$ cat src/spz_pkg.sv
// Package holding register map, field positions and timing constants of serial port zero.
package spz_pkg;
  // Register indices as printed; byte address is four times the index.
  localparam logic [7:0] IDX_SERIAL_CONTROL = 8'h98;
  localparam logic [7:0] IDX_SERIAL_BUFFER = 8'h99;
  localparam logic [7:0] IDX_POWER_CONTROL = 8'h87;
  localparam logic [7:0] IDX_SLAVE_MATCH_ADDRESS = 8'hA9;
  localparam logic [7:0] IDX_SLAVE_MATCH_MASK = 8'hB9;
  localparam logic [7:0] IDX_BAUD_RELOAD = 8'hF0;
  localparam logic [7:0] IDX_IRQ_STATUS = 8'hF1;
  localparam logic [7:0] IDX_IRQ_MASK = 8'hF2;
  localparam logic [9:0] ADDR_SERIAL_CONTROL = {IDX_SERIAL_CONTROL, 2'b00};
  localparam logic [9:0] ADDR_SERIAL_BUFFER = {IDX_SERIAL_BUFFER, 2'b00};
  localparam logic [9:0] ADDR_POWER_CONTROL = {IDX_POWER_CONTROL, 2'b00};
  localparam logic [9:0] ADDR_SLAVE_MATCH_ADDRESS = {IDX_SLAVE_MATCH_ADDRESS, 2'b00};
  localparam logic [9:0] ADDR_SLAVE_MATCH_MASK = {IDX_SLAVE_MATCH_MASK, 2'b00};
  localparam logic [9:0] ADDR_BAUD_RELOAD = {IDX_BAUD_RELOAD, 2'b00};
  localparam logic [9:0] ADDR_IRQ_STATUS = {IDX_IRQ_STATUS, 2'b00};
  localparam logic [9:0] ADDR_IRQ_MASK = {IDX_IRQ_MASK, 2'b00};
  // Serial control field positions.
  localparam int SC_MODE_HIGH = 7;
  localparam int SC_MODE_LOW = 6;
  localparam int SC_MP_SELECT = 5;
  localparam int SC_RX_ENABLE = 4;
  localparam int SC_TX_NINTH = 3;
  localparam int SC_RX_NINTH = 2;
  localparam int SC_TX_DONE = 1;
  localparam int SC_RX_DONE = 0;
  // Power control field positions.
  localparam int PC_BAUD_DOUBLER = 7;
  localparam int PC_FRAME_ERROR_SELECT = 6;
  // Interrupt status bits.
  localparam int IRQ_RX_DONE = 0;
  localparam int IRQ_TX_DONE = 1;
  localparam int IRQ_FRAME_ERROR = 2;
  // Reset values.
  localparam logic [7:0] RST_SERIAL_CONTROL = 8'h00;
  localparam logic [7:0] RST_POWER_CONTROL = 8'h00;
  localparam logic [7:0] RST_BYTE = 8'h00;
  localparam logic [15:0] RST_BAUD_RELOAD = 16'h0000;
  // Fixed-rate dividers: synchronous mode bit clock and mode 2 bit time.
  localparam int SYNC_DIV_SLOW = 12;
  localparam int SYNC_DIV_FAST = 4;
  localparam int FIXED_DIV_SLOW = 64;
  localparam int FIXED_DIV_FAST = 32;
  // Sixteen samples per asynchronous bit time.
  localparam int OVERSAMPLE = 16;
  // Serial modes.
  typedef enum logic [1:0] {SPZ_MODE_SYNC, SPZ_MODE_ASYNC10, SPZ_MODE_FIXED11,
    SPZ_MODE_VAR11} spz_mode_t;
endpackage : spz_pkg

$ cat src/spz_serial_port.sv
// Serial port zero: synchronous and asynchronous modes behind an AXI4-Lite register slave.
//
// Contract
// Two mode bits pick one of four modes.
// Upper control bit is mode or frame error.
// Frame error set on bad stop, software clears.
// 11-bit multiprocessor mode drops frames with ninth bit 0.
// 10-bit multiprocessor mode drops frames without valid stop.
// Synchronous clock is oscillator over 12 or 4.
// Reception only while receive enable is set.
// 11-bit modes send the transmit ninth bit.
// Receive ninth bit holds ninth bit or stop.
// Transmit done at eighth bit or stop start.
// Receive done at eighth bit or mid-stop.
// Buffer reads receive register, writes transmit register.
// Baud doubler doubles rate in modes 1-3.
// Masked address compare; zero mask accepts all.
// Transmit on port 3.1, receive on port 3.0.
// Buffer write starts frame after current frame.
// Remote node matches format, rate and clock.
`timescale 1ns/1ps
module spz_serial_port (
  input wire logic aclk, // System clock, 40 MHz.
  input wire logic aresetn, // Synchronous active-low reset.
  input wire logic [31:0] s_axi_awaddr, // Write address.
  input wire logic s_axi_awvalid, // Write address valid.
  output logic s_axi_awready, // Write address ready.
  input wire logic [31:0] s_axi_wdata, // Write data.
  input wire logic [3:0] s_axi_wstrb, // Write byte strobes.
  input wire logic s_axi_wvalid, // Write data valid.
  output logic s_axi_wready, // Write data ready.
  output logic [1:0] s_axi_bresp, // Write response.
  output logic s_axi_bvalid, // Write response valid.
  input wire logic s_axi_bready, // Write response ready.
  input wire logic [31:0] s_axi_araddr, // Read address.
  input wire logic s_axi_arvalid, // Read address valid.
  output logic s_axi_arready, // Read address ready.
  output logic [31:0] s_axi_rdata, // Read data.
  output logic [1:0] s_axi_rresp, // Read response.
  output logic s_axi_rvalid, // Read data valid.
  input wire logic s_axi_rready, // Read data ready.
  input wire logic rxd_in, // Serial input pin, port 3.0 level.
  output logic rxd_out, // Port 3.0 drive value in synchronous mode.
  output logic rxd_oe, // Port 3.0 output enable.
  output logic txd_out, // Serial output or shift clock, port 3.1.
  output logic irq // Level interrupt.
);
  logic [7:0] ctrl_q, pcon_q, slave_match_address_q, slave_match_mask_q, tbuf_q, rbuf_q;
  logic [15:0] reload_q;
  logic [2:0] ist_q, imask_q;
  logic fe_q, tx_pend_q;
  logic aw_q, w_q;
  logic [9:0] awa_q;
  logic [31:0] wd_q;
  logic [3:0] ws_q;
  logic rx_s;
  logic tick_sync, tick_os;
  logic [15:0] sync_per, os_per;
  spz_pkg::spz_mode_t mode;
  logic fe_sel, mp_sel, dbl;

  assign fe_sel = pcon_q[spz_pkg::PC_FRAME_ERROR_SELECT];
  assign dbl = pcon_q[spz_pkg::PC_BAUD_DOUBLER];
  assign mp_sel = ctrl_q[spz_pkg::SC_MP_SELECT];
  // The stored mode-high bit keeps steering while the position shows the error flag.
  assign mode = spz_pkg::spz_mode_t'(ctrl_q[7:6]);

  spz_sync2 u_rx_sync (
    .aclk(aclk),
    .aresetn(aresetn),
    .din(rxd_in),
    .dout(rx_s)
  );

  // Shift clock half period: a bit time is two ticks.
  assign sync_per = mp_sel ? 16'(spz_pkg::SYNC_DIV_FAST / 2 - 1)
                           : 16'(spz_pkg::SYNC_DIV_SLOW / 2 - 1);
  spz_tick #(.W(16)) u_sync_tick (
    .aclk(aclk),
    .aresetn(aresetn),
    .period(sync_per),
    .tick(tick_sync)
  );

  // Oversample tick: fixed divider in mode 2, else the reload.
  always_comb
  begin
    if (mode == spz_pkg::SPZ_MODE_FIXED11)
      os_per = dbl ? 16'(spz_pkg::FIXED_DIV_FAST / spz_pkg::OVERSAMPLE - 1)
                   : 16'(spz_pkg::FIXED_DIV_SLOW / spz_pkg::OVERSAMPLE - 1);
    else
      os_per = dbl ? {1'b0, reload_q[15:1]} : reload_q;
  end
  spz_tick #(.W(16)) u_os_tick (
    .aclk(aclk),
    .aresetn(aresetn),
    .period(os_per),
    .tick(tick_os)
  );

  // Transmitter.
  typedef enum logic [1:0] {SPZ_TX_IDLE, SPZ_TX_SHIFT, SPZ_TX_STOP} spz_tx_state_t;
  spz_tx_state_t tx_st_q;
  logic [9:0] tx_sh_q;
  logic [3:0] tx_bit_q, tx_os_q, tx_len;
  logic tx_phase_q, tx_done_ev;
  assign tx_len = (mode == spz_pkg::SPZ_MODE_ASYNC10) ? 4'd9 : 4'd10;

  always_ff @(posedge aclk)
  begin
    if (!aresetn)
    begin
      tx_st_q <= SPZ_TX_IDLE;
      tx_sh_q <= '1;
      tx_bit_q <= '0;
      tx_os_q <= '0;
      tx_phase_q <= 1'b0;
      txd_out <= 1'b1;
      tx_done_ev <= 1'b0;
    end
    else
    begin
      tx_done_ev <= 1'b0;
      unique case (tx_st_q)
        SPZ_TX_IDLE:
        begin
          txd_out <= 1'b1;
          if (tx_pend_q)
          begin
            tx_st_q <= SPZ_TX_SHIFT;
            tx_bit_q <= '0;
            tx_os_q <= '0;
            tx_phase_q <= 1'b0;
            if (mode == spz_pkg::SPZ_MODE_SYNC)
              tx_sh_q <= {2'b11, tbuf_q};
            else if (mode == spz_pkg::SPZ_MODE_ASYNC10)
              tx_sh_q <= {1'b1, tbuf_q, 1'b0};
            else
              tx_sh_q <= {ctrl_q[spz_pkg::SC_TX_NINTH], tbuf_q, 1'b0};
          end
        end
        SPZ_TX_SHIFT:
        begin
          if (mode == spz_pkg::SPZ_MODE_SYNC)
          begin
            // Data on port 3.0, clock low then high on port 3.1.
            if (tick_sync)
            begin
              tx_phase_q <= ~tx_phase_q;
              txd_out <= tx_phase_q;
              if (tx_phase_q)
              begin
                tx_sh_q <= {1'b1, tx_sh_q[9:1]};
                tx_bit_q <= tx_bit_q + 1'b1;
                if (tx_bit_q == 4'd7)
                begin
                  tx_st_q <= SPZ_TX_IDLE;
                  tx_done_ev <= 1'b1;
                end
              end
            end
          end
          else
          begin
            txd_out <= tx_sh_q[0];
            if (tick_os)
            begin
              tx_os_q <= tx_os_q + 1'b1;
              if (tx_os_q == 4'd15)
              begin
                tx_sh_q <= {1'b1, tx_sh_q[9:1]};
                tx_bit_q <= tx_bit_q + 1'b1;
                if (tx_bit_q == tx_len - 4'd1)
                begin
                  tx_st_q <= SPZ_TX_STOP;
                  tx_done_ev <= 1'b1;
                end
              end
            end
          end
        end
        SPZ_TX_STOP:
        begin
          txd_out <= 1'b1;
          if (tick_os)
          begin
            tx_os_q <= tx_os_q + 1'b1;
            if (tx_os_q == 4'd15)
              tx_st_q <= SPZ_TX_IDLE;
          end
        end
      endcase
    end
  end

  // Receiver.
  typedef enum logic [1:0] {SPZ_RX_IDLE, SPZ_RX_START, SPZ_RX_DATA, SPZ_RX_SYNC} spz_rx_state_t;
  spz_rx_state_t rx_st_q;
  logic [8:0] rx_sh_q;
  logic [3:0] rx_bit_q, rx_os_q, rx_nbits;
  logic rx_phase_q, rx_prev_q, rx_done_ev, fe_ev;
  logic [7:0] rx_byte;
  logic rx_ninth, addr_hit;
  assign rx_nbits = (mode == spz_pkg::SPZ_MODE_ASYNC10) ? 4'd8 : 4'd9;
  assign rx_byte = (mode == spz_pkg::SPZ_MODE_ASYNC10) ? rx_sh_q[8:1] : rx_sh_q[7:0];
  assign rx_ninth = rx_sh_q[8];
  // Masked compare; broadcast falls out when the mask is zero.
  assign addr_hit = ((rx_byte ^ slave_match_address_q) & slave_match_mask_q) == 8'h00;

  always_ff @(posedge aclk)
  begin
    if (!aresetn)
    begin
      rx_st_q <= SPZ_RX_IDLE;
      rx_sh_q <= '0;
      rx_bit_q <= '0;
      rx_os_q <= '0;
      rx_phase_q <= 1'b0;
      rx_prev_q <= 1'b1;
      rxd_out <= 1'b1;
      rxd_oe <= 1'b0;
      rx_done_ev <= 1'b0;
      fe_ev <= 1'b0;
      rbuf_q <= spz_pkg::RST_BYTE;
    end
    else
    begin
      rx_done_ev <= 1'b0;
      fe_ev <= 1'b0;
      rx_prev_q <= rx_s;
      rxd_oe <= 1'b0;
      unique case (rx_st_q)
        SPZ_RX_IDLE:
        begin
          rx_os_q <= '0;
          rx_bit_q <= '0;
          rx_phase_q <= 1'b0;
          if (ctrl_q[spz_pkg::SC_RX_ENABLE])
          begin
            if (mode == spz_pkg::SPZ_MODE_SYNC)
            begin
              if (!ctrl_q[spz_pkg::SC_RX_DONE])
                rx_st_q <= SPZ_RX_SYNC;
            end
            else if (rx_prev_q && !rx_s)
              rx_st_q <= SPZ_RX_START;
          end
        end
        SPZ_RX_START:
        begin
          if (tick_os)
          begin
            rx_os_q <= rx_os_q + 1'b1;
            if (rx_os_q == 4'd7)
            begin
              rx_os_q <= '0;
              rx_st_q <= rx_s ? SPZ_RX_IDLE : SPZ_RX_DATA; // False start rejected.
            end
          end
        end
        SPZ_RX_DATA:
        begin
          if (tick_os)
          begin
            rx_os_q <= rx_os_q + 1'b1;
            if (rx_os_q == 4'd15)
            begin
              rx_bit_q <= rx_bit_q + 1'b1;
              if (rx_bit_q == rx_nbits)
              begin
                // Mid-stop sample: flag and filter in the same cycle.
                rx_st_q <= SPZ_RX_IDLE;
                fe_ev <= ~rx_s;
                if (mode == spz_pkg::SPZ_MODE_ASYNC10)
                begin
                  if (!ctrl_q[spz_pkg::SC_RX_DONE] && (!mp_sel || rx_s))
                  begin
                    rbuf_q <= rx_byte;
                    rx_done_ev <= 1'b1;
                  end
                end
                else if (!ctrl_q[spz_pkg::SC_RX_DONE] && (!mp_sel || (rx_ninth && addr_hit)))
                begin
                  rbuf_q <= rx_byte;
                  rx_done_ev <= 1'b1;
                end
              end
              else
                rx_sh_q <= {rx_s, rx_sh_q[8:1]};
            end
          end
        end
        SPZ_RX_SYNC:
        begin
          // Data in on port 3.0 on every second tick; port 3.1 stays high, so no shift clock is driven.
          if (tick_sync)
          begin
            rx_phase_q <= ~rx_phase_q;
            if (rx_phase_q)
            begin
              rx_sh_q <= {rx_s, rx_sh_q[8:1]};
              rx_bit_q <= rx_bit_q + 1'b1;
              if (rx_bit_q == 4'd7)
              begin
                rx_st_q <= SPZ_RX_IDLE;
                rbuf_q <= {rx_s, rx_sh_q[8:2]};
                rx_done_ev <= 1'b1;
              end
            end
          end
        end
      endcase
      // Synchronous transmit drives data out on port 3.0.
      if (mode == spz_pkg::SPZ_MODE_SYNC && tx_st_q == SPZ_TX_SHIFT)
      begin
        rxd_oe <= 1'b1;
        rxd_out <= tx_sh_q[0];
      end
    end
  end

  // Write channel capture: address and data accepted in either order.
  logic wr_go, bad_w;
  assign wr_go = aw_q && w_q && !s_axi_bvalid;
  // Decoded from the held address, so the response matches the write it answers.
  assign bad_w = !(awa_q == spz_pkg::ADDR_SERIAL_CONTROL || awa_q == spz_pkg::ADDR_SERIAL_BUFFER
    || awa_q == spz_pkg::ADDR_POWER_CONTROL || awa_q == spz_pkg::ADDR_SLAVE_MATCH_ADDRESS
    || awa_q == spz_pkg::ADDR_SLAVE_MATCH_MASK || awa_q == spz_pkg::ADDR_BAUD_RELOAD
    || awa_q == spz_pkg::ADDR_IRQ_STATUS || awa_q == spz_pkg::ADDR_IRQ_MASK);
  always_ff @(posedge aclk)
  begin
    if (!aresetn)
    begin
      aw_q <= 1'b0;
      w_q <= 1'b0;
      awa_q <= '0;
      wd_q <= '0;
      ws_q <= '0;
      s_axi_awready <= 1'b0;
      s_axi_wready <= 1'b0;
      s_axi_bvalid <= 1'b0;
      s_axi_bresp <= 2'b00;
    end
    else
    begin
      s_axi_awready <= !aw_q && !s_axi_awready && s_axi_awvalid;
      s_axi_wready <= !w_q && !s_axi_wready && s_axi_wvalid;
      if (s_axi_awvalid && s_axi_awready)
      begin
        aw_q <= 1'b1;
        awa_q <= s_axi_awaddr[9:0];
      end
      if (s_axi_wvalid && s_axi_wready)
      begin
        w_q <= 1'b1;
        wd_q <= s_axi_wdata;
        ws_q <= s_axi_wstrb;
      end
      if (wr_go)
      begin
        aw_q <= 1'b0;
        w_q <= 1'b0;
        s_axi_bvalid <= 1'b1;
        s_axi_bresp <= bad_w ? 2'b10 : 2'b00;
      end
      else if (s_axi_bvalid && s_axi_bready)
        s_axi_bvalid <= 1'b0;
    end
  end

  // Register writes; a hardware flag set beats a software clear.
  logic wr_ctrl, wr_buf;
  assign wr_ctrl = wr_go && ws_q[0] && awa_q == spz_pkg::ADDR_SERIAL_CONTROL;
  assign wr_buf = wr_go && ws_q[0] && awa_q == spz_pkg::ADDR_SERIAL_BUFFER;
  always_ff @(posedge aclk)
  begin
    if (!aresetn)
    begin
      ctrl_q <= spz_pkg::RST_SERIAL_CONTROL;
      pcon_q <= spz_pkg::RST_POWER_CONTROL;
      slave_match_address_q <= spz_pkg::RST_BYTE;
      slave_match_mask_q <= spz_pkg::RST_BYTE;
      tbuf_q <= spz_pkg::RST_BYTE;
      reload_q <= spz_pkg::RST_BAUD_RELOAD;
      imask_q <= '0;
      fe_q <= 1'b0;
      tx_pend_q <= 1'b0;
    end
    else
    begin
      if (wr_ctrl)
      begin
        // With error select on, bit 7 writes reach the error flag, not the mode.
        if (fe_sel)
        begin
          ctrl_q[6:0] <= wd_q[6:0];
          fe_q <= wd_q[7];
        end
        else
          ctrl_q <= wd_q[7:0];
      end
      if (wr_go && awa_q == spz_pkg::ADDR_POWER_CONTROL && ws_q[0])
        pcon_q <= wd_q[7:0];
      if (wr_go && awa_q == spz_pkg::ADDR_SLAVE_MATCH_ADDRESS && ws_q[0])
        slave_match_address_q <= wd_q[7:0];
      if (wr_go && awa_q == spz_pkg::ADDR_SLAVE_MATCH_MASK && ws_q[0])
        slave_match_mask_q <= wd_q[7:0];
      if (wr_go && awa_q == spz_pkg::ADDR_BAUD_RELOAD)
      begin
        if (ws_q[0])
          reload_q[7:0] <= wd_q[7:0];
        if (ws_q[1])
          reload_q[15:8] <= wd_q[15:8];
      end
      if (wr_go && awa_q == spz_pkg::ADDR_IRQ_MASK && ws_q[0])
        imask_q <= wd_q[2:0];
      if (wr_buf)
        tbuf_q <= wd_q[7:0];
      if (wr_buf)
        tx_pend_q <= 1'b1;
      else if (tx_st_q == SPZ_TX_IDLE && tx_pend_q)
        tx_pend_q <= 1'b0;
      if (tx_done_ev)
        ctrl_q[spz_pkg::SC_TX_DONE] <= 1'b1;
      if (rx_done_ev)
      begin
        ctrl_q[spz_pkg::SC_RX_DONE] <= 1'b1;
        if (mode != spz_pkg::SPZ_MODE_SYNC && !(mode == spz_pkg::SPZ_MODE_ASYNC10 && mp_sel))
          ctrl_q[spz_pkg::SC_RX_NINTH] <= (mode == spz_pkg::SPZ_MODE_ASYNC10) ? rx_s
                                                                             : rx_ninth;
      end
      if (fe_ev && fe_sel)
        fe_q <= 1'b1;
    end
  end

  // Sticky interrupt status, write one to clear, set beats clear.
  logic [2:0] iev;
  assign iev = {fe_ev && fe_sel, tx_done_ev, rx_done_ev};
  always_ff @(posedge aclk)
  begin
    if (!aresetn)
    begin
      ist_q <= '0;
      irq <= 1'b0;
    end
    else
    begin
      if (wr_go && awa_q == spz_pkg::ADDR_IRQ_STATUS && ws_q[0])
        ist_q <= (ist_q & ~wd_q[2:0]) | iev;
      else
        ist_q <= ist_q | iev;
      irq <= |(ist_q & imask_q);
    end
  end

  // Read channel: answer one cycle after the address is taken.
  logic [31:0] rd_mux;
  logic [9:0] ra;
  logic rd_ok;
  assign ra = s_axi_araddr[9:0];
  always_comb
  begin
    rd_ok = 1'b1;
    rd_mux = 32'h0000_0000;
    unique case (ra)
      spz_pkg::ADDR_SERIAL_CONTROL: rd_mux[7:0] = {fe_sel ? fe_q : ctrl_q[7], ctrl_q[6:0]};
      spz_pkg::ADDR_SERIAL_BUFFER: rd_mux[7:0] = rbuf_q;
      spz_pkg::ADDR_POWER_CONTROL: rd_mux[7:0] = pcon_q;
      spz_pkg::ADDR_SLAVE_MATCH_ADDRESS: rd_mux[7:0] = slave_match_address_q;
      spz_pkg::ADDR_SLAVE_MATCH_MASK: rd_mux[7:0] = slave_match_mask_q;
      spz_pkg::ADDR_BAUD_RELOAD: rd_mux[15:0] = reload_q;
      spz_pkg::ADDR_IRQ_STATUS: rd_mux[2:0] = ist_q;
      spz_pkg::ADDR_IRQ_MASK: rd_mux[2:0] = imask_q;
      default: rd_ok = 1'b0;
    endcase
  end

  always_ff @(posedge aclk)
  begin
    if (!aresetn)
    begin
      s_axi_arready <= 1'b0;
      s_axi_rvalid <= 1'b0;
      s_axi_rdata <= '0;
      s_axi_rresp <= 2'b00;
    end
    else
    begin
      s_axi_arready <= s_axi_arvalid && !s_axi_arready && !s_axi_rvalid;
      if (s_axi_arvalid && s_axi_arready)
      begin
        s_axi_rvalid <= 1'b1;
        s_axi_rdata <= rd_mux;
        s_axi_rresp <= rd_ok ? 2'b00 : 2'b10;
      end
      else if (s_axi_rvalid && s_axi_rready)
        s_axi_rvalid <= 1'b0;
    end
  end
endmodule : spz_serial_port

$ cat src/spz_sync2.sv
// Two flip-flop synchroniser for a pin level.
`timescale 1ns/1ps
module spz_sync2 (
  input wire logic aclk, // System clock.
  input wire logic aresetn, // Synchronous active-low reset.
  input wire logic din, // Asynchronous level.
  output logic dout // Synchronised level.
);
  logic meta_q;

  // Idle high so a line at rest is not seen as a start bit.
  always_ff @(posedge aclk)
  begin
    if (!aresetn)
    begin
      meta_q <= 1'b1;
      dout <= 1'b1;
    end
    else
    begin
      meta_q <= din;
      dout <= meta_q;
    end
  end
endmodule : spz_sync2

$ cat src/spz_tick.sv
// Programmable tick generator for serial bit timing.
`timescale 1ns/1ps
module spz_tick #(
  parameter int W = 16 // Counter width.
) (
  input wire logic aclk, // System clock.
  input wire logic aresetn, // Synchronous active-low reset.
  input wire logic [W-1:0] period, // Cycles per tick minus one.
  output logic tick // One-cycle pulse.
);
  logic [W-1:0] cnt_q;

  // Counts down and reloads, so a period change takes effect after the current tick.
  always_ff @(posedge aclk)
  begin
    if (!aresetn)
    begin
      cnt_q <= '0;
      tick <= 1'b0;
    end
    else if (cnt_q == '0)
    begin
      cnt_q <= period;
      tick <= 1'b1;
    end
    else
    begin
      cnt_q <= cnt_q - 1'b1;
      tick <= 1'b0;
    end
  end
endmodule : spz_tick

$ cat config.mk
export PLATFORM = sky130hd
export DESIGN_NAME = spz_serial_port
export DESIGN_NICKNAME = d
export VERILOG_FILES = /design/src/spz_pkg.sv /design/src/spz_serial_port.sv /design/src/spz_sync2.sv /design/src/spz_tick.sv
export SDC_FILE = /design/constraint.sdc
export NUM_CORES = 1
export LEC_CHECK = 0
export BUFFER_PORTS_ARGS = -buffer_cell sky130_fd_sc_hd__buf_2
export CORE_ASPECT_RATIO = 1.25
export CORE_MARGIN = 1.5
export CORE_UTILIZATION = 55
export CTS_CLUSTER_DIAMETER = 100
export DETAILED_ROUTE_END_ITERATION = 10
export PLACE_DENSITY = 0.82
export SLEW_MARGIN = 20
export SYNTH_ARGS = -nofsm -noshare
export SYNTH_HDL_FRONTEND = slang
export SYNTH_HIERARCHICAL = 1
export SYNTH_SLANG_ARGS = --single-unit
export TNS_END_PERCENT = 50
$ cat constraint.sdc
create_clock -name aclk -period 3.75 [get_ports aclk]
set_input_delay 0.9375 -clock aclk [delete_from_list [all_inputs] [get_ports aclk]]
set_output_delay 0.9375 -clock aclk [all_outputs]
set_load 0.01 [all_outputs]
## Word-level counts from Yosys, hierarchy flattened

Cells that the tools add are included.
W data, S select, Z words.

| cells by class | value |
|---|---|
| div/mod/pow operators | 0 |
| multipliers | 0 |
| reductions and logical operators | 95 |
| $add $sub $neg | 7 |
| bitwise logic cells | 12 |
| shift operators | 0 |
| order comparisons | 0 |
| equal/unequal tests | 56 |
| multiplexer cells | 130 |

Operators by type and width:

| operator | number |
|---|---|
| $eq A10 B10 Y1 const B | 16 |
| $mux W8 | 11 |
| $mux W10 | 8 |
| $mux W16 | 4 |
| $mux W4 | 15 |
| $mux W2 | 27 |
| $mux W9 | 5 |
| $mux W1 | 42 |
| $logic_and A1 B1 Y1 | 36 |
| $pmux W4 S3 | 3 |
| $logic_not A16 Y1 | 2 |
| $sub A16 B1 Y16 const B | 2 |
| $pmux W5 S6 | 1 |
| $ne A3 B3 Y1 const B | 8 |
| $pmux W3 S8 | 1 |
| $ne A2 B2 Y1 const B | 11 |
| $reduce_bool A2 Y1 | 11 |
| $pmux W10 S2 | 1 |
| $pmux W9 S2 | 1 |
| $reduce_and A9 Y1 | 2 |
| $add A4 B1 Y4 const B | 4 |
| $pmux W8 S2 | 1 |
| $reduce_and A2 Y1 | 7 |
| $eq A4 B3 Y1 const B | 3 |
| 31 further kinds | 78 |

| storage, ports and cells | value |
|---|---|
| bits in latches | 0 |
| word-level logic and storage cells | 353 |
| flip-flop bits (word level) | 212 |
| bits in read-only memories | 0 |
| memories kept | 0 |
| bits in writable memories | 0 |

## Longest topological paths before layout

| logic depth | value |
|---|---|
| depth in word-level cells | 14 |
| gate-level depth with buffers | 11 |
| depth with buffers taken out | 9 |

## Cells and area by module

Netlist, hierarchy kept.

Modules (own cells, without submodules):

| module | instances | area an instance (µm²) | seq. area each (µm²) | cells each |
|---|---|---|---|---|
| spz_serial_port | 1 | 8770.9 | 3483.3 | 1037 |
| spz_tick | 2 | 917.1 | 340.3 | 103 |
| spz_sync2 | 1 | 52.6 | 40.0 | 4 |

## Worst setup path after synthesis

OpenSTA, ideal clock, no wires.

| timing path | value |
|---|---|
| kind | input -> register |
| start | input port s_axi_araddr[3] |
| end | register s_axi_rdata[0] |
| arrival time | 2310 ps |
| stages on the path | 7 |
| library setup time | 66 ps |
| path slack | 1375 ps |
| path buffers | 1 |
| cells stage by stage | clkbuf_1 > nand4b_1 > nor3_1 > a21oi_1 > o22ai_1 > a32oi_1 > nor2b_1 |

| on the way | value |
|---|---|
| cells in the longest elaborated chain, start to end | 2 |
| elaborated cells on any way between the ends | 9 |
| classes of those cells | 8 x eq/ne; 1 x mux |

RTL lines:

| what | RTL line | text |
|---|---|---|
| from (decl) | spz_serial_port.sv:35 | `input wire logic [31:0] s_axi_araddr,` |
| $eq A10 B10 Y1 | spz_serial_port.sv:466 | `unique case (ra)` |
| $pmux W3 S8 (*) | spz_serial_port.sv:466 |  |
| to (signal assigned) | spz_serial_port.sv:494 | `s_axi_rdata <= rd_mux;` |
| to (decl) | spz_serial_port.sv:38 | `output logic [31:0] s_axi_rdata,` |

Every way passes the cells marked *; elsewhere a longest branch is shown, timed or not.
A chain may end at the register's enable or synchronous reset.

## Worst setup path after layout

| timing path | value |
|---|---|
| start | register ctrl_q[6] |
| end | register rbuf_q[4] |

| on the way | value |
|---|---|
| cells in the longest elaborated chain, start to end | 10 |
| elaborated cells on any way between the ends | 21 |
| classes of those cells | 5 x eq/ne; 9 x mux; 2 x bitwise; 5 x reduce/logical |

RTL lines:

| what | RTL line | text |
|---|---|---|
| from (decl) | spz_serial_port.sv:48 | `logic [7:0] ctrl_q, pcon_q, slave_match_address_q, slave_match_mask_q, tbuf_q, rbuf_q;` |
| from (signal assigned) | spz_serial_port.sv:379 | `ctrl_q <= spz_pkg::RST_SERIAL_CONTROL;` |
| from (signal assigned) | spz_serial_port.sv:396 | `ctrl_q[6:0] <= wd_q[6:0];` |
| from (signal assigned) | spz_serial_port.sv:400 | `ctrl_q <= wd_q[7:0];` |
| $eq A2 B1 Y1 (*) | spz_serial_port.sv:204, spz_serial_port.sv:205, spz_serial_port.sv:274 |  |
| $mux W8 | spz_serial_port.sv:205 | `assign rx_byte = (mode == spz_pkg::SPZ_MODE_ASYNC10) ? rx_sh_q[8:1] : rx_sh_q[7:0];` |
| $xor A8 B8 Y8 | spz_serial_port.sv:208 | `assign addr_hit = ((rx_byte ^ slave_match_address_q) & slave_match_mask_q) == 8'h00;` |
| $and A8 B8 Y8 | spz_serial_port.sv:208 |  |
| $logic_not A8 Y1 | spz_serial_port.sv:208 |  |
| $logic_and A1 B1 Y1 | spz_serial_port.sv:282 | `else if (!ctrl_q[spz_pkg::SC_RX_DONE] && (!mp_sel \|\| (rx_ninth && addr_hit)))` |
| $logic_or A1 B1 Y1 | spz_serial_port.sv:282 |  |
| $logic_and A1 B1 Y1 | spz_serial_port.sv:282 |  |
| $ne A3 B3 Y1 (no line) | - |  |
| $reduce_and A9 Y1 (no line) | - |  |
| to (signal assigned) | spz_serial_port.sv:278 | `rbuf_q <= rx_byte;` |
| to (signal assigned) | spz_serial_port.sv:284 | `rbuf_q <= rx_byte;` |
| to (signal assigned) | spz_serial_port.sv:306 | `rbuf_q <= {rx_s, rx_sh_q[8:2]};` |
| to (decl) | spz_serial_port.sv:48 |  |

Every way passes the cells marked *; elsewhere a longest branch is shown, timed or not. The select of a mux whose other input is x is not followed.

==> impl_metrics.toml <==
[logic_synthesis]
synth_cells = 1247
synth_area_um2 = 10660
async_flop_share = 0
synth-seq-cells = 210
yosysUniqueCellTypes = 74
yosysWarningCount = 6
synth_enable_flop_cells = 0
ys.flop_type = "dfxtp_1"
avgSynthCellArea_um2 = 8.547
synth_seq_area_share = 0.3945

[final_layout]
drive_gt1_frac = 0.1162
area_delta_synth_final_pct = 10.54
final_nets = 1417
final_common_cell = "dfxtp_1"
fin_cells = 1544
final_cell_mix = "dfxtp_1 (210), nand2_1 (204), mux2i_1 (90), buf_2 (71), nor2b_1 (62)"

[cts]
holdBufCountCts = 0
cts_setup_buffers = 0
cts_tree = "done"
htree_levels = 1
cts_buffers = 23
cts-root-buf = "clkbuf_16"
cts_max_path_buffers = 3
cts.clk_slew.worst_paths_ns = 0.06
postCtsResizedCells = 0
cts.sinks = 210
clk_latency_ns = 0.51

[placement]
io_buffers = 72
dp_slack_ns = 0.9576
gp_congestion = 0.9695
dp_hpwl_mm = 17.37
dp_cells = 1501

[global_routing]
antenna_found_initial = 4
grt_usage = 0.2471
grt_pass1_vias = 8423
gr-total-overflow = 0
grt_pass1_wl_mm = 40.68
grt_max_degree = 95

[die]
start_util = 0.5655
coreArea_um2 = 18850
io_pins = 153
rows = 56
dieArea_um2 = 20230
die_x_um = 127.5
die_y_um = 158.6

[outcome]
status = "completed"

[sta]
fmax_mhz = 373.6
hold_viol_final = 0
max-slew-margin-rel = 0.3280
worst_pin_slew_ns = 1.007
finalCriticalPeriod_ns = 2.677
fin_ws_ns = 1.073
finalMaxSlewViolations = 0
totalNegativeSetupSlack_ns = 0
fin_crit_sh = 0.7138
rsz0062_at_grt = "false"
finalSetupViolations = 0
skew_ns = 0.01157

[drt]
drt_wl_total_mm = 25.43
detail_route.vias_per_cell = 5.796
drt_iter0_drc = 570
wl_per_cell_um = 16.47
ant_nets = 0
firstDrtPassIters = 5
dr_total_vias = 8949
drc = 0

[power]
p_leak_uw = 0.004525
p_sw_frac = 0.3270
powerDensity_nw_per_um2 = 546.2
power_frac_comb = 0.253
pwr-share-seq = 0.414
p_clk_frac = 0.333
internal_power_uw = 4331
netSwitchingPower_uw = 2104
vdd_ir_drop_max_mv = 0.4733

[setup_path]
cp_num_cells = 8
crit_path_top_delay_cell = "a222oi_1"
endpoint_kind = "register"
rrSetupSlack_ns = 1.07
critPathKind = "register to register"
crit_family = "compound AO/OA/AOI/OAI gates"
arrival_ns = 3.04
path_max_fanout = 16
cpPeakStageDelay_ns = 0.52
cp_cell_sequence = "nor2b_4, mux2i_1, xnor2_1, a222oi_1, a311oi_2, buf_4, o211ai_1, o31ai_2"
ff2ff_path_depth = 8
path_buf_inv = 1
required_ns = 4.11
start_kind = "register"

[hold_path]
hold_path.class = "register to register"
min_path_cells = 1

[job]
cap_violations = 0
-- path summary, 6_finish.rpt --
| path | from | endpoint |
|---|---|---|
| worst max-delay path | ctrl_q[6]$_SDFFE_PN0P_ | rbuf_q[4]$_SDFFE_PN0P_ |
| worst max register to register | ctrl_q[6]$_SDFFE_PN0P_ | rbuf_q[4]$_SDFFE_PN0P_ |
| worst min-delay path | u_rx_sync/meta_q$_SDFF_PN1_ | u_rx_sync/dout$_SDFF_PN1_ |
| worst min register to register | u_rx_sync/meta_q$_SDFF_PN1_ | u_rx_sync/dout$_SDFF_PN1_ |
-- power groups by stage --
stage	Combinational [µW]	Clock [µW]	Sequential, µW
finish	1630	2140	2670
global route	1820	2260	2690
CTS	1620	2180	2660
detailed placement	1600	0	2700
global placement	1550	0	2700
floorplan	1370	0	2650
-- flip-flops by register name (all words and copies together) (netlist names), 9 cells and up --
name / count
rx_sh_q: 9
u_sync_tick/cnt_q: 16
wd_q: 16
u_os_tick/cnt_q: 16
tx_sh_q: 10
reload_q: 16
s_axi_rdata: 16
awa_q: 10
-- logic make-up (layout without fill, tap and decap cells) --
| group | Yosys count | count (layout) | synth area share |
|---|---|---|---|
| AOI/OAI and AO/OA | 289 | 289 | 0.1888 |
| xor gates and xnor gates | 29 | 29 | 0.02383 |
| adders and majority gates | 15 | 15 | 0.01761 |
| buffers and inverters | 112 | 142 | 0.05154 |
| DFF | 210 | 210 | 0.3945 |
| muxes | 94 | 94 | 0.08899 |
| other | 2 | 37 | 0.0007047 |
| and+or+nand+nor | 496 | 496 | 0.2341 |
-- layer usage --
| metal | vias up | track usage | part of all wire |
|---|---|---|---|
| met5 | - | 0 | 0 |
| li1 | 4421 | - | - |
| met1 | 4238 | 0.2922 | 0.41 |
| met3 | 71 | 0.03595 | 0.051 |
| met2 | 219 | 0.4412 | 0.50 |
| met4 | 0 | 0.1163 | 0.041 |
-- cell type report --
cell class              count  area (µm²)
diodes                      4       10.01
clock buffers              33       683.2
clock inverters             6       36.28
fillers                  1577        7067
inverters                  19       71.32
multi-input cells         956        6021
flip-flops and latches    210        4204
well taps                 232       290.3
repair buffers             84       465.4
-- worst register-to-register path, stage by stage, from the launching register on --
cell and delay [ns]:
dfxtp_1 0.33, nor2b_4 0.46, mux2i_1 0.39, xnor2_1 0.11
a222oi_1 0.52, a311oi_2 0.18, buf_4 0.24, o211ai_1 0.21
o31ai_2 0.09
-- synthesized netlist by cell type (11+ instances only) --
cell      count  area share
nand3_1      31       0.015
nand2b_1     19       0.011
nor2b_1      62       0.036
clkbuf_1     58       0.020
o31ai_1      16       0.011
xnor2_1      13       0.011
nor3_1       34       0.016
dfxtp_1     210        0.39
inv_1        16      0.0056
nor2_1       61       0.021
a21oi_1      54       0.025
a21boi_0     44       0.031
nand2_1     204       0.072
buf_4        19       0.013
mux2i_1      90       0.085
o21ai_0      58       0.027
nand4_1      11      0.0065
ha_1         15       0.018
a21boi_1     28       0.020
o211ai_1     17       0.012
xor2_1       16       0.013
-- per-stage QoR --
stage	power, µW	cell area [µm²]	utilization	hold WS, ns
5_1_grt	6771	11780	0.6248	0.4297
3_3_place_gp	4248	11050	0.5864	0.3946
2_1_floorplan	4027	10770	-	0.3863
4_1_cts	6456	11770	0.6245	0.4054
6_report	6435	11780	0.6251	0.4043
3_5_place_dp	4306	11050	0.5864	0.3916
Power figures use the tool's default switching activity.
